--- config.mk ---
export PLATFORM = sky130hd
export DESIGN_NAME = bridge_upper_window_regs
export DESIGN_NICKNAME = d
export VERILOG_FILES = /design/src/upper_window_pkg.sv /design/src/window_bus_if.sv /design/src/window_compare.sv /design/src/bridge_upper_window_regs.sv
export SDC_FILE = /design/constraint.sdc
export NUM_CORES = 1
export LEC_CHECK = 0
export BUFFER_PORTS_ARGS = -buffer_cell sky130_fd_sc_hd__buf_2
export CAP_MARGIN = 20
export CORE_ASPECT_RATIO = 1.5
export CORE_MARGIN = 5
export CORE_UTILIZATION = 30
export DETAILED_ROUTE_END_ITERATION = 10
export PLACE_DENSITY = 0.53
export SETUP_SLACK_MARGIN = 0.1
export SLEW_MARGIN = 15
export SYNTH_ARGS = -nofsm -noshare
export SYNTH_HDL_FRONTEND = slang
export SYNTH_SLANG_ARGS = --single-unit
export TNS_END_PERCENT = 50
--- constraint.sdc ---
create_clock -name clk -period 3 [get_ports clk]
set_input_delay 0.6 -clock clk [delete_from_list [all_inputs] [get_ports clk]]
set_output_delay 0.6 -clock clk [all_outputs]
set_load 0.01 [all_outputs]
--- src/upper_window_pkg.sv ---
/*
  Offsets, widths, reset values and address-forming constants for the
  bridge upper window registers.
  Assumes a configuration port with byte addresses and dword data.
*/
package upper_window_pkg;

  // Register offsets in configuration space
  localparam logic [7:0] OFS_PREFETCH_BASE_HIGH  = 8'h28;
  localparam logic [7:0] OFS_PREFETCH_LIMIT_HIGH = 8'h2C;
  localparam logic [7:0] OFS_IO_BASE_HIGH        = 8'h30;
  localparam logic [7:0] OFS_IO_LIMIT_HIGH       = 8'h32;
  // Dword holding both I/O upper halves
  localparam logic [7:0] OFS_IO_DWORD            = 8'h30;

  // Reset values
  localparam logic [31:0] RST_PREFETCH_HIGH = 32'h0000_0000;
  localparam logic [15:0] RST_IO_HIGH       = 16'h0000;

  // Low address bits implied by a window bound
  localparam int          LOW_BITS      = 20;
  localparam int          IO_FIELD_BITS = 12;
  localparam logic [19:0] LOW_FILL_BASE  = 20'h00000;
  localparam logic [19:0] LOW_FILL_LIMIT = 20'hFFFFF;

  // Byte lane of the I/O limit half in the dword
  localparam int IO_LIMIT_LANE = 2;

endpackage : upper_window_pkg

--- src/window_bus_if.sv ---
/*
  Carrier of the assembled window bounds between the register bank and
  the forwarding compare.
  Assumes both sides run on one clock.
*/
`timescale 1ns/10ps
`default_nettype none
interface window_bus_if;
  logic [63:0] prefetch_lo;   // Assembled prefetchable base
  logic [63:0] prefetch_hi;   // Assembled prefetchable limit
  logic [31:0] io_lo;         // Assembled I/O base
  logic [31:0] io_hi;         // Assembled I/O limit

  // Register bank drives the bounds
  modport bank (output prefetch_lo, output prefetch_hi, output io_lo, output io_hi);
  // Compare logic reads them
  modport cmp  (input prefetch_lo, input prefetch_hi, input io_lo, input io_hi);
endinterface : window_bus_if
`default_nettype wire

--- src/window_compare.sv ---
/*
  Inclusive range compare of a request address against the window bounds.
  Assumes bounds and request from logic on the same clock.
*/
`timescale 1ns/10ps
`default_nettype none
module window_compare
  import upper_window_pkg::*;
(
  // Clock and reset
  input  wire logic        clk,
  input  wire logic        rst_n,
  // Window bounds
  window_bus_if.cmp        win,
  // Request
  input  wire logic        req_valid,
  input  wire logic        req_is_io,
  input  wire logic [63:0] req_addr,
  // Decision
  output logic             fwd_valid,
  output logic             fwd_hit
);

  logic next_fwd_valid;  // Decision pending
  logic next_fwd_hit;    // Decision value

  // Inclusive compare on the matching window
  always_comb begin
    next_fwd_valid = req_valid;
    if (req_is_io) begin
      // Upper address half must be zero for I/O
      next_fwd_hit = (req_addr[63:32] == 32'h0000_0000) &&
                     (req_addr[31:0] >= win.io_lo) &&
                     (req_addr[31:0] <= win.io_hi);
    end else begin
      next_fwd_hit = (req_addr >= win.prefetch_lo) &&
                     (req_addr <= win.prefetch_hi);
    end
    if (!req_valid) begin
      next_fwd_hit = 1'b0;
    end
  end

  // Register the decision
  always_ff @(posedge clk) begin
    if (!rst_n) begin
      fwd_valid <= 1'b0;
      fwd_hit   <= 1'b0;
    end else begin
      fwd_valid <= next_fwd_valid;
      fwd_hit   <= next_fwd_hit;
    end
  end

endmodule : window_compare
`default_nettype wire

--- src/bridge_upper_window_regs.sv ---
/*
  Upper-half window registers of a bridge configuration header and the
  downstream forwarding decision they steer.
  Assumes a single-cycle dword configuration port with byte enables and
  the lower-half bound fields supplied by neighbouring header logic.
*/
`timescale 1ns/10ps
`default_nettype none
// Contract
// Prefetch base high at 28h, RW, reset 0
// Base high gives prefetch base bits 63:32
// Prefetch limit high at 2Ch, RW, reset 0
// Limit high gives prefetch limit bits 63:32
// I/O base high at 30h, RW, 16 bits
// I/O base low 20 bits are zero
// I/O limit high at 32h, RW, 16 bits
// I/O limit low 20 bits are ones
// I/O upper fields map to bits 31:20
// I/O bounds decide I/O forwarding downstream
// Low prefetch base gives bits 31:20, zeros below
// Low prefetch limit gives 31:20, ones below
// Forward only when inclusively inside window
module bridge_upper_window_regs
  import upper_window_pkg::*;
(
  // Clock and reset
  input  wire logic        clk,
  input  wire logic        rst_n,
  // Configuration port
  input  wire logic        cfg_wr,
  input  wire logic        cfg_rd,
  input  wire logic [7:0]  cfg_addr,
  input  wire logic [3:0]  cfg_be,
  input  wire logic [31:0] cfg_wdata,
  output logic [31:0]      cfg_rdata,
  output logic             cfg_hit,
  // Lower-half bound fields from the header
  input  wire logic [11:0] prefetch_window_low_bound,
  input  wire logic [11:0] prefetch_window_high_bound,
  // Request to decide on
  input  wire logic        req_valid,
  input  wire logic        req_is_io,
  input  wire logic [63:0] req_addr,
  // Forwarding decision
  output logic             fwd_valid,
  output logic             fwd_hit,
  // Assembled bounds for observation
  output logic [63:0]      prefetch_base_addr,
  output logic [63:0]      prefetch_limit_addr,
  output logic [31:0]      io_base_addr,
  output logic [31:0]      io_limit_addr
);

  logic [31:0] prefetch_base_high;        // Upper base of prefetch window
  logic [31:0] prefetch_limit_high;       // Upper limit of prefetch window
  logic [15:0] io_window_base_high;       // Upper I/O base field
  logic [15:0] io_window_limit_high;      // Upper I/O limit field
  logic [31:0] next_prefetch_base_high;   // Next base high
  logic [31:0] next_prefetch_limit_high;  // Next limit high
  logic [15:0] next_io_window_base_high;  // Next I/O base
  logic [15:0] next_io_window_limit_high; // Next I/O limit
  logic [31:0] next_cfg_rdata;            // Next read data
  logic        next_cfg_hit;              // Next claim flag
  logic [11:0] io_window_low_bound;       // I/O base bits 31:20
  logic [11:0] io_window_high_bound;      // I/O limit bits 31:20

  window_bus_if win ();

  // Byte-lane merge of a dword write
  function automatic logic [31:0] merge(input logic [31:0] old_v,
                                        input logic [31:0] new_v,
                                        input logic [3:0]  be);
    logic [31:0] res;
    res = old_v;
    for (int i = 0; i < 4; i++) begin
      if (be[i]) begin
        res[i*8 +: 8] = new_v[i*8 +: 8];
      end
    end
    return res;
  endfunction : merge

  // Register writes
  always_comb begin
    next_prefetch_base_high   = prefetch_base_high;
    next_prefetch_limit_high  = prefetch_limit_high;
    next_io_window_base_high  = io_window_base_high;
    next_io_window_limit_high = io_window_limit_high;
    if (cfg_wr) begin
      case (cfg_addr)
        // Prefetch base high
        OFS_PREFETCH_BASE_HIGH: begin
          next_prefetch_base_high = merge(prefetch_base_high, cfg_wdata, cfg_be);
        end
        // Prefetch limit high
        OFS_PREFETCH_LIMIT_HIGH: begin
          next_prefetch_limit_high = merge(prefetch_limit_high, cfg_wdata, cfg_be);
        end
        // I/O base in low half, limit in high half
        OFS_IO_DWORD: begin
          {next_io_window_limit_high, next_io_window_base_high} =
            merge({io_window_limit_high, io_window_base_high}, cfg_wdata, cfg_be);
        end
        // I/O limit addressed alone
        OFS_IO_LIMIT_HIGH: begin
          {next_io_window_limit_high, next_io_window_base_high} =
            merge({io_window_limit_high, io_window_base_high},
                  {cfg_wdata[15:0], 16'h0000},
                  {cfg_be[1:0], 2'b00});
        end
        // Other offsets belong elsewhere
        default: begin
          next_prefetch_base_high = prefetch_base_high;
        end
      endcase
    end
  end

  // Register storage
  always_ff @(posedge clk) begin
    if (!rst_n) begin
      prefetch_base_high   <= RST_PREFETCH_HIGH;
      prefetch_limit_high  <= RST_PREFETCH_HIGH;
      io_window_base_high  <= RST_IO_HIGH;
      io_window_limit_high <= RST_IO_HIGH;
    end else begin
      prefetch_base_high   <= next_prefetch_base_high;
      prefetch_limit_high  <= next_prefetch_limit_high;
      io_window_base_high  <= next_io_window_base_high;
      io_window_limit_high <= next_io_window_limit_high;
    end
  end

  // Read decode, answered the cycle after the strobe
  always_comb begin
    next_cfg_rdata = 32'h0000_0000;
    next_cfg_hit   = 1'b0;
    if (cfg_rd) begin
      case (cfg_addr)
        // Prefetch base high
        OFS_PREFETCH_BASE_HIGH: begin
          next_cfg_rdata = prefetch_base_high;
          next_cfg_hit   = 1'b1;
        end
        // Prefetch limit high
        OFS_PREFETCH_LIMIT_HIGH: begin
          next_cfg_rdata = prefetch_limit_high;
          next_cfg_hit   = 1'b1;
        end
        // Both I/O halves
        OFS_IO_DWORD: begin
          next_cfg_rdata = {io_window_limit_high, io_window_base_high};
          next_cfg_hit   = 1'b1;
        end
        // I/O limit alone in low half
        OFS_IO_LIMIT_HIGH: begin
          next_cfg_rdata = {16'h0000, io_window_limit_high};
          next_cfg_hit   = 1'b1;
        end
        // Not ours: zero, no claim
        default: begin
          next_cfg_hit = 1'b0;
        end
      endcase
    end
  end

  // Read data register
  always_ff @(posedge clk) begin
    if (!rst_n) begin
      cfg_rdata <= 32'h0000_0000;
      cfg_hit   <= 1'b0;
    end else begin
      cfg_rdata <= next_cfg_rdata;
      cfg_hit   <= next_cfg_hit;
    end
  end

  // Only the low 12 bits of the 16-bit fields reach bits 31:20
  assign io_window_low_bound  = io_window_base_high[IO_FIELD_BITS-1:0];
  assign io_window_high_bound = io_window_limit_high[IO_FIELD_BITS-1:0];

  // Assemble the window bounds
  assign win.prefetch_lo = {prefetch_base_high,
                            prefetch_window_low_bound, LOW_FILL_BASE};
  assign win.prefetch_hi = {prefetch_limit_high,
                            prefetch_window_high_bound, LOW_FILL_LIMIT};
  assign win.io_lo       = {io_window_low_bound, LOW_FILL_BASE};
  assign win.io_hi       = {io_window_high_bound, LOW_FILL_LIMIT};

  // Bounds out for observation
  assign prefetch_base_addr  = win.prefetch_lo;
  assign prefetch_limit_addr = win.prefetch_hi;
  assign io_base_addr        = win.io_lo;
  assign io_limit_addr       = win.io_hi;

  // Forwarding decision
  window_compare u_cmp (
    .clk       (clk),
    .rst_n     (rst_n),
    .win       (win),
    .req_valid (req_valid),
    .req_is_io (req_is_io),
    .req_addr  (req_addr),
    .fwd_valid (fwd_valid),
    .fwd_hit   (fwd_hit)
  );

endmodule : bridge_upper_window_regs
`default_nettype wire

==> impl_metrics.toml, run 1 <==
[status]
status = "completed"

[final_layout]
drive_above_1_share_pct = 25.2
nNetsFinal = 1633
layout_common_cells = "284 x buf_2, 131 x dfxtp_1, 116 x inv_1, 112 x ha_1, 111 x nand2_1"
multi_input_area_um2 = 5610
layout_commonest_cell = "buf_2"
n_fill_cell = 3376
seqCellArea_um2 = 2620
area_growth_pct = 18.7
final_area_um2 = 11400

[clocking]
cts_buffer_depth = 2
cts_buffers = 17
clk_pin_slew_ns = 0.06
cts_tree = "yes"
cts-root-buf = "clkbuf_16"
cts_resized = 0
clk-insertion-delay-late_ns = 0.44
cts.hold.buffers_added = 0
htreeDepth = 4
postCtsSetupBuffers = 0
cts.sink_count = 131

[worst_setup_path]
cp.arrival_ns = 2.59
crit_fanout = 4
worstSetupStartpointType = "flip-flop"
reg2reg_depth = 10
r2r-end = "u_cmp.fwd_hit"
worstReg2RegStart = "prefetch_base_high[5]"
path_class = "reg -> reg"
cp_data_required_time_ns = 3.31
critPathLaunch = "prefetch_base_high[5]"
rrSetupSlack_ns = 0.72
worst_setup_path_end_kind = "flip-flop"

[synthesis]
yosysWarningCount = 0
syn_avg_cell_area_um2 = 8.33
ys_ff_latch = 131
seq_area_frac_synth_pct = 27.4
synth-main-ff-cell = "dfxtp_1"
async_flop_share_pct = 0
synthCells = 1149
synth.distinct_cells = 54
syn_area_um2 = 9570
synth-edff-count = 0

[global_routing]
grt_first_pass_wirelength_mm = 52.5
antenna_found_initial = 5
grt_use_total_pct = 19.6
grt_start_max_net_pins = 98
grt.overflow.total = 0
grt_pass1_vias = 8607

[floorplan]
start_util_pct = 30.2
core-area_um2 = 31600
die_h_um = 229
dieArea_um2 = 35600
io_pins = 365
fp-row-count = 80
dieWidth_um = 156

[sta]
slew_headroom_pct = 39.1
rsz0062_at_grt = "no"
tightest_slew_ns = 0.913
tns_ns = 0
period_needed_ns = 2.28
finClkSkew_ns = 0.00792
timing.fmax_mhz = 438
period_share_pct = 76.0
setup_violations = 0
finalWorstSetupSlack_ns = 0.719
finalHoldViolCount = 0
slew_viol_final = 0

[pwr]
p_per_area_nw_per_um2 = 381
power_frac_comb_pct = 13.6
netSwitchingPower_uw = 1150
leakagePower_uw = 0.00548
p_int_uw = 3180
switching_share_pct = 26.5
pwr-share-seq_pct = 40.3
ir_drop_v = 0.000433
power_frac_clock_pct = 46.1

[min_path]
holdPathStages = 3
hold_class = "in -> reg"
worst_hold_startpoint = "cfg_wdata[20]"
min_to = "prefetch_base_high[20]"

[placed_design]
hpwl_mm = 30.3
dp_slack_ns = 0.351
gp_congestion = 0.884
place_area_um2 = 10800
io_buffers = 284

[run]
max_cap_viol_count = 0

[drt]
remaining_drc_errors = 0
routed_wl_mm = 36.1
viasPerCell = 4.79
avgRoutedWirePerCell_um = 20.0
ant_nets = 0
first_iter_violations = 450
vias = 8643
first_pass_iters = 5
[Yosys cell counts (all sizes together) (3+ instances only)]
| cell | number | area share, % |
|---|---|---|
| buf | 153 | 12 |
| and3 | 5 | 0.33 |
| o211a | 16 | 1.7 |
| o21a | 3 | 0.24 |
| nor2b | 42 | 2.7 |
| and4 | 3 | 0.27 |
| a21oi | 38 | 2.0 |
| dfxtp | 131 | 27 |
| a2111oi | 3 | 0.27 |
| nand2 | 113 | 4.5 |
| a211oi | 3 | 0.24 |
| ha | 112 | 15 |
| a21o | 26 | 2.0 |
| o211ai | 4 | 0.37 |
| nor2 | 48 | 2.1 |
| nand3 | 68 | 3.6 |
| a22oi | 16 | 1.3 |
| nor4 | 12 | 0.78 |
| clkbuf | 20 | 0.78 |
| nand4 | 28 | 2.3 |
| o22a | 16 | 1.5 |
| nor3 | 6 | 0.31 |
| inv | 117 | 4.6 |
| mux2i | 74 | 7.7 |
| o21ai | 29 | 1.5 |
| a21boi | 40 | 3.1 |
[layer usage]
metal / vias up / routed length (µm) / global-route usage [%]
li1: 4233 / - / -
met1: 4015 / 13200 / 20.7
met2: 321 / 19300 / 36.8
met3: 66 / 2080 / 3.83
met4: 8 / 1460 / 8.76
met5: - / 56 / 0
[cell families after synthesis]
logic type / count (synthesis) / share of synthesized area [%]
multiplexers: 74 / 7.74
other: 2 / 0.0785
AO/OA/AOI/OAI: 204 / 15.1
flip-flops: 131 / 27.4
adder cells (fa/ha/maj): 112 / 14.6
buffers and inverters: 290 / 17.0
AND/OR/NAND/NOR: 336 / 18.0
[how the worst max path moves through the flow]
stage | to | slack, ns | cells after the start
final | u_cmp.fwd_hit | 0.72 | 10
after global routing | u_cmp.fwd_hit | 0.55 | 10
after CTS | u_cmp.fwd_hit | 0.71 | 10
after global placement | u_cmp.fwd_hit | 0.40 | 10
after detailed placement | u_cmp.fwd_hit | 0.35 | 9
after floorplan | u_cmp.fwd_hit | 0.67 | 9
[through the flow]
stage	instances	hold slack, ns	util (%)	total power [µW]
2_1_floorplan	1227	0.434	-	2200
3_3_place_gp	1774	0.439	34.2	2360
3_5_place_dp	1774	0.453	34.2	2370
6_report	1806	0.449	35.9	4330
4_1_cts	1805	0.428	35.9	4380
5_1_grt	1806	0.438	35.9	4500
[power by group through the flow]
| stage | sequential [µW] | clock, µW | combinational (µW) |
|---|---|---|---|
| floorplan | 1780 | 0 | 414 |
| global placement | 1780 | 0 | 576 |
| detailed placement | 1780 | 0 | 586 |
| CTS | 1740 | 2040 | 590 |
| global route | 1740 | 2100 | 657 |
| finish | 1740 | 2000 | 587 |
[worst max-delay path, stage by stage, from the launching register on]
cell,delay [ns]
dfxtp_1,0.39
inv_1,0.06
ha_1,0.29
a21o_1,0.18
a21oi_1,0.14
o221ai_1,0.15
a2111oi_1,0.47
buf_4,0.22
a21oi_1,0.06
nor2_1,0.12
o22ai_1,0.09
[flip-flops by register name (all words and copies together), names as in the netlist]
signal                flops
u_cmp.fwd_hit             1
cfg_hit                   1
io_window_limit_high     16
io_window_base_high      16
u_cmp.fwd_valid           1
prefetch_base_high       32
prefetch_limit_high      32
cfg_rdata                32
[area by class of cell]
type | instances | area share [%]
multi-input combinational | 806 | 49.4
antenna | 1 | 0.0220
tap | 410 | 4.52
inverter | 117 | 3.87
sequential | 131 | 23.1
clock inverter | 5 | 0.441
timing repair buffer | 310 | 14.2
clock buffer | 26 | 4.40
Note: power is estimated with default switching activity, not from simulation.
==> inputs of run 2 (changes only) <==
Clock period 3 ns to 2.3 ns, I/O delays scaled along.
==> run 2 against run 1 <==
Compared with the run above: sequential cell count is the same; global-route usage up 0.53 points; combinational power grew 36%; utilization rose by 1.6 points; clock skew down 0.00054 ns; setup slack worse by 0.50 ns; sequential power is 30% higher; sequential share of layout area decreased by 0.96 points.
==> impl_metrics.toml, run 2 (synthesis results as in run 1) <==
[clocking]
htreeDepth = 4
clk-insertion-delay-late_ns = 0.44
cts_buffers = 17
cts-root-buf = "clkbuf_16"
cts_tree = "yes"
cts.sink_count = 131
clk_pin_slew_ns = 0.06
cts_buffer_depth = 2

[global_routing]
antenna_found_initial = 2
grt_pass1_vias = 8951
grt.overflow.total = 0
grt_use_total_pct = 20.1
grt_first_pass_wirelength_mm = 54.0
grt_start_max_net_pins = 98

[worst_setup_path]
reg2reg_depth = 10
path_class = "reg -> reg"
critPathBufInv = 2
cp_data_required_time_ns = 2.63
crit_cells = 10
worst_setup_path_end_kind = "flip-flop"
cp_top_family = "compound AO/OA/AOI/OAI gates"
worstSetupStartpointType = "flip-flop"
slowest_delay_ns = 0.34
cp_slowest_cell = "dfxtp_1"
crit_path_frequent_cell = "a21oi_1"
cp.arrival_ns = 2.40
crit_fanout = 2
path_cells = "inv_1, ha_1, a21o_1, a21oi_1, o221ai_1, a2111oi_2, buf_4, a21oi_1, nor2_1, o22ai_1"

[placed_design]
dp_cells = 1820
io_buffers = 284
gp_congestion = 0.856
place_area_um2 = 11200
hpwl_mm = 30.6

[drt]
top_layer_used = "met5"
first_pass_iters = 5
first_iter_violations = 404
dr_wl_met2_mm = 19.3
wirelength_met1_mm = 13.5
remaining_drc_errors = 0
ant_nets = 0
vias = 8882
avgRoutedWirePerCell_um = 19.8
routed_wl_mm = 36.7
wl_met3_mm = 2.21
viasPerCell = 4.79

[final_layout]
area_growth_pct = 23.8
final_area_um2 = 11800
layout_common_cells = "284 x buf_2, 131 x dfxtp_1, 116 x inv_1, 112 x ha_1, 111 x nand2_1"
top_regs = "cfg_rdata x32, prefetch_base_high x32, prefetch_limit_high x32"
layout_commonest_cell = "buf_2"
nNetsFinal = 1679
final_cells = 1853
drive_above_1_share_pct = 28.2

[floorplan]
start_util_pct = 30.2
fp-row-count = 80
dieArea_um2 = 35600
die_h_um = 229
core-area_um2 = 31600
io_pins = 365
dieWidth_um = 156

[run]
max_cap_viol_count = 0

[sta]
period_needed_ns = 2.08
timing.fmax_mhz = 481
rsz0062_at_grt = "no"
finalHoldViolCount = 0
tightest_slew_ns = 0.948
period_share_pct = 90.4
finClkSkew_ns = 0.00738
slew_headroom_pct = 36.8
setup_violations = 0
whs_ns = 0.295
slew_viol_final = 0

[pwr]
leakagePower_uw = 0.00577
ir_drop_v = 0.000534
p_per_area_nw_per_um2 = 497

[min_path]
holdPathStages = 3
hold_class = "in -> reg"

[status]
status = "completed"
-- run 2: layout make-up --
cell class	instances	area, µm²
Antenna cell	1	2.50
Clock buffer	24	502
Clock inverter	8	98.8
Fill cell	3395	19800
Inverter	117	439
Multi-Input combinational cell	806	5630
Sequential cell	131	2620
Tap cell	410	513
Timing Repair Buffer	356	2040
-- run 2: worst paths after layout --
check / start / endpoint / slack (ns)
max reg2reg: prefetch_base_high[5] / u_cmp.fwd_hit / 0.22
max: prefetch_base_high[5] / u_cmp.fwd_hit / 0.22
min: cfg_wdata[18] / prefetch_base_high[18] / 0.29
min reg2reg: io_window_base_high[14] / io_window_base_high[14] / 0.45
-- run 2: worst register-to-register path, stage by stage (launching register included) --
cell and delay, ns:
dfxtp_1 0.34, inv_1 0.06, ha_1 0.28, a21o_1 0.18
a21oi_1 0.14, o221ai_1 0.16, a2111oi_2 0.33, buf_4 0.19
a21oi_1 0.06, nor2_1 0.13, o22ai_1 0.10
-- run 2: per-layer routing --
layer  up-vias  track usage (%)
met5         -                0
met4         2             10.3
met3        71             3.98
met2       339             37.2
met1      4144             21.2
li1       4326                -
-- run 2: power by group --
part           switching (µW)  total, µW  internal [µW]  leakage, µW
registers                2.51       2270           2270      0.00105
clock network            1080       2810           1730     0.000292
logic                     484        801            317      0.00442
total                    1560       5890           4320      0.00577
-- run 2: repair_timing --
item | 4_1_cts | 5_1_grt
hold endpoints to repair | 0 | 0
setup buffers | 0 | 0
hold buffers | 0 | 0
gates resized for setup | 2 | 4
endpoints found under the setup margin | 1 | 1
pin swaps | 0 | 1
-- run 2: through the flow --
stage	power (µW)	worst slack (ns)	setup TNS [ns]	utilization, %
after detailed placement	3120	-0.177	-0.184	35.5
after CTS	5940	0.137	0	37.4
after global placement	3110	-0.135	-0.135	35.5
final	5890	0.221	0	37.5
after global routing	6120	0.116	0	37.5
after floorplan	2860	0.112	0	-
==> inputs of run 3 (changes only) <==
Settings changed: BUFFER_PORTS_ARGS -buffer_cell sky130_fd_sc_hd__buf_2 to not set, DONT_BUFFER_PORTS set to 1, PLACE_DENSITY 0.53 to 0.44, SYNTH_HIERARCHICAL set to 1.
==> run 3 against run 2 <==
Compared with the run above: clock skew increased by 0.0045 ns; die area up 21%; design area is 17% higher; area after synthesis grew 22%; critical path depth fell by 1; register-to-register slack about the same; sequential share of layout area fell by 3.1 points; largest power group unchanged; final cell count grew 11%.
==> impl_metrics.toml, run 3 <==
[sta]
period_needed_ns = 2.09
rsz0062_at_grt = "no"
finalHoldViolCount = 0
period_share_pct = 90.9
tns_ns = 0
slew_viol_final = 0
finClkSkew_ns = 0.0118
whs_ns = 0.174
slew_headroom_pct = 64.4
tightest_slew_ns = 0.520
setup_violations = 0
timing.fmax_mhz = 478

[synthesis]
yosysWarningCount = 6
yosys.area.top_type = "dfxtp_1"
synthTopCellsByCount = "193 x inv_1, 192 x ha_1, 149 x nand2_1"
synth.most_common_cell = "inv_1"
synth_top_area_share_pct = 22.5
synth.distinct_cells = 56
synth-edff-count = 0
yosys-top-cells-area = "dfxtp_1 22%, ha_1 21%, buf_4 8.3%"
synthCells = 1394
synth-main-ff-cell = "dfxtp_1"
ys_ff_latch = 131
async_flop_share_pct = 0
seq_area_frac_synth_pct = 22.5
syn_avg_cell_area_um2 = 8.37
syn_area_um2 = 11700

[placed_design]
hpwl_mm = 39.0
io_buffers = 0
gp_congestion = 0.826

[floorplan]
die_h_um = 251
fp-row-count = 88
dieArea_um2 = 43000
io_pins = 365
core-area_um2 = 38400
start_util_pct = 30.4
dieWidth_um = 171

[final_layout]
area_growth_pct = 19.1
layout_common_cells = "187 x inv_1, 175 x ha_1, 160 x conb_1, 149 x nand2_1, 143 x buf_4"
top_regs = "cfg_rdata x32, prefetch_base_high x32, prefetch_limit_high x32"
nNetsFinal = 1872
utilization_pct = 36.1
layout_commonest_cell = "inv_1"
drive_above_1_share_pct = 21.0

[drt]
vias = 9886
viasPerCell = 4.82
remaining_drc_errors = 0
first_pass_iters = 7
routed_wl_mm = 46.9
ant_nets = 0
avgRoutedWirePerCell_um = 22.8
first_iter_violations = 475

[worst_setup_path]
slowest_delay_ns = 0.36
cp_data_required_time_ns = 2.63
cp.arrival_ns = 2.42
critPathBufInv = 3
worstReg2RegStart = "io_window_limit_high[7]"
path_class = "reg -> reg"
crit_fanout = 3
path_cells = "inv_1, ha_1, nand4_1, buf_4, nor4_2, buf_4, a21oi_1, a31oi_1, o22ai_2"
worstSetupStartpointType = "flip-flop"
worst_setup_path_end_kind = "flip-flop"
cp_slowest_cell = "dfxtp_1"
critPathLaunch = "io_window_limit_high[7]"
crit_path_frequent_cell = "buf_4"
cp_top_family = "simple AND/OR/NAND/NOR gates"

[global_routing]
antenna_found_initial = 0
grt_pass1_vias = 9922
grt_first_pass_wirelength_mm = 65.7
grt_use_total_pct = 21.0
grt_start_max_net_pins = 131
grt.overflow.total = 0

[min_path]
hold_class = "in -> reg"
worst_hold_startpoint = "rst_n"

[clocking]
cts_tree = "yes"
clk-insertion-delay-late_ns = 0.45
cts-root-buf = "clkbuf_16"
cts_buffer_depth = 2
cts_buffers = 17
htreeDepth = 4
cts.sink_count = 131
clk_pin_slew_ns = 0.07

[pwr]
netSwitchingPower_uw = 1740
leakagePower_uw = 0.00602
p_per_area_nw_per_um2 = 453
switching_share_pct = 27.7
pwr-share-seq_pct = 36.1
power_frac_comb_pct = 14.8
p_int_uw = 4550
ir_drop_v = 0.000534
power_frac_clock_pct = 49.1

[run]
max_cap_viol_count = 0

[status]
status = "completed"
[run 3: worst reg2reg max path: stages (launching register included)]
cell	delay, ns
dfxtp_1	0.36
inv_1	0.06
ha_1	0.32
nand4_1	0.19
buf_4	0.20
nor4_2	0.34
buf_4	0.19
a21oi_1	0.06
a31oi_1	0.18
o22ai_2	0.08
[run 3: layer usage]
layer | track usage [%] | wire length [µm]
met1 | 21.0 | 16400
met3 | 6.41 | 3450
met5 | 0 | 0
met2 | 40.5 | 25700
met4 | 7.23 | 1300
[run 3: stage by stage]
stage / area (µm²) / total power [µW] / cells / setup slack (ns)
6_report: 13900 / 6290 / 2051 / 0.208
4_1_cts: 13600 / 6320 / 2050 / 0.103
3_5_place_dp: 12900 / 3190 / 2017 / -0.393
3_3_place_gp: 12900 / 3180 / 2017 / -0.349
5_1_grt: 13900 / 6570 / 2050 / 0.0730
2_1_floorplan: 12300 / 3160 / 1552 / 0.138
[run 3: worst paths after layout]
path / end / slack (ns) / depth (start not counted)
hold reg to reg: io_window_base_high[12] / 0.46 / 2
setup reg to reg: u_cmp/fwd_hit / 0.21 / 9
hold / removal: prefetch_base_high[23] / 0.17 / 2
setup / recovery: u_cmp/fwd_hit / 0.21 / 9
[run 3: cells by family after synthesis]
family	after synthesis	synth area share, %
buf+inv	367	16.2
fa+ha+maj	192	20.6
simple gates	357	16.4
mux	128	11.5
other cells	2	0.0644
compound gates	217	12.8
flops	131	22.5
[run 3: layout make-up]
| cell class | instances | area, µm² |
|---|---|---|
| Sequential cell | 131 | 2640 |
| Clock buffer | 18 | 439 |
| Antenna cell | 1 | 2.50 |
| Tap cell | 495 | 619 |
| Inverter | 193 | 724 |
| Timing Repair Buffer | 145 | 1110 |
| Multi-Input combinational cell | 1054 | 8140 |
| Fill cell | 4028 | 24500 |
| Clock inverter | 14 | 210 |
[run 3: repair_timing]
item,in CTS,in global routing
setup endpoints to repair,1,1
setup buffers,1,2
hold buffers,0,0
resized for setup,20,54
pin swaps,10,25
hold endpoints to repair,0,0
[run 3: power by group through the flow]
stage	registers (µW)	clock network [µW]	logic, µW
after global placement	2320	0	853
after floorplan	2320	0	836
after global routing	2270	3230	1060
final	2270	3090	929
after CTS	2270	3150	889
after detailed placement	2320	0	868
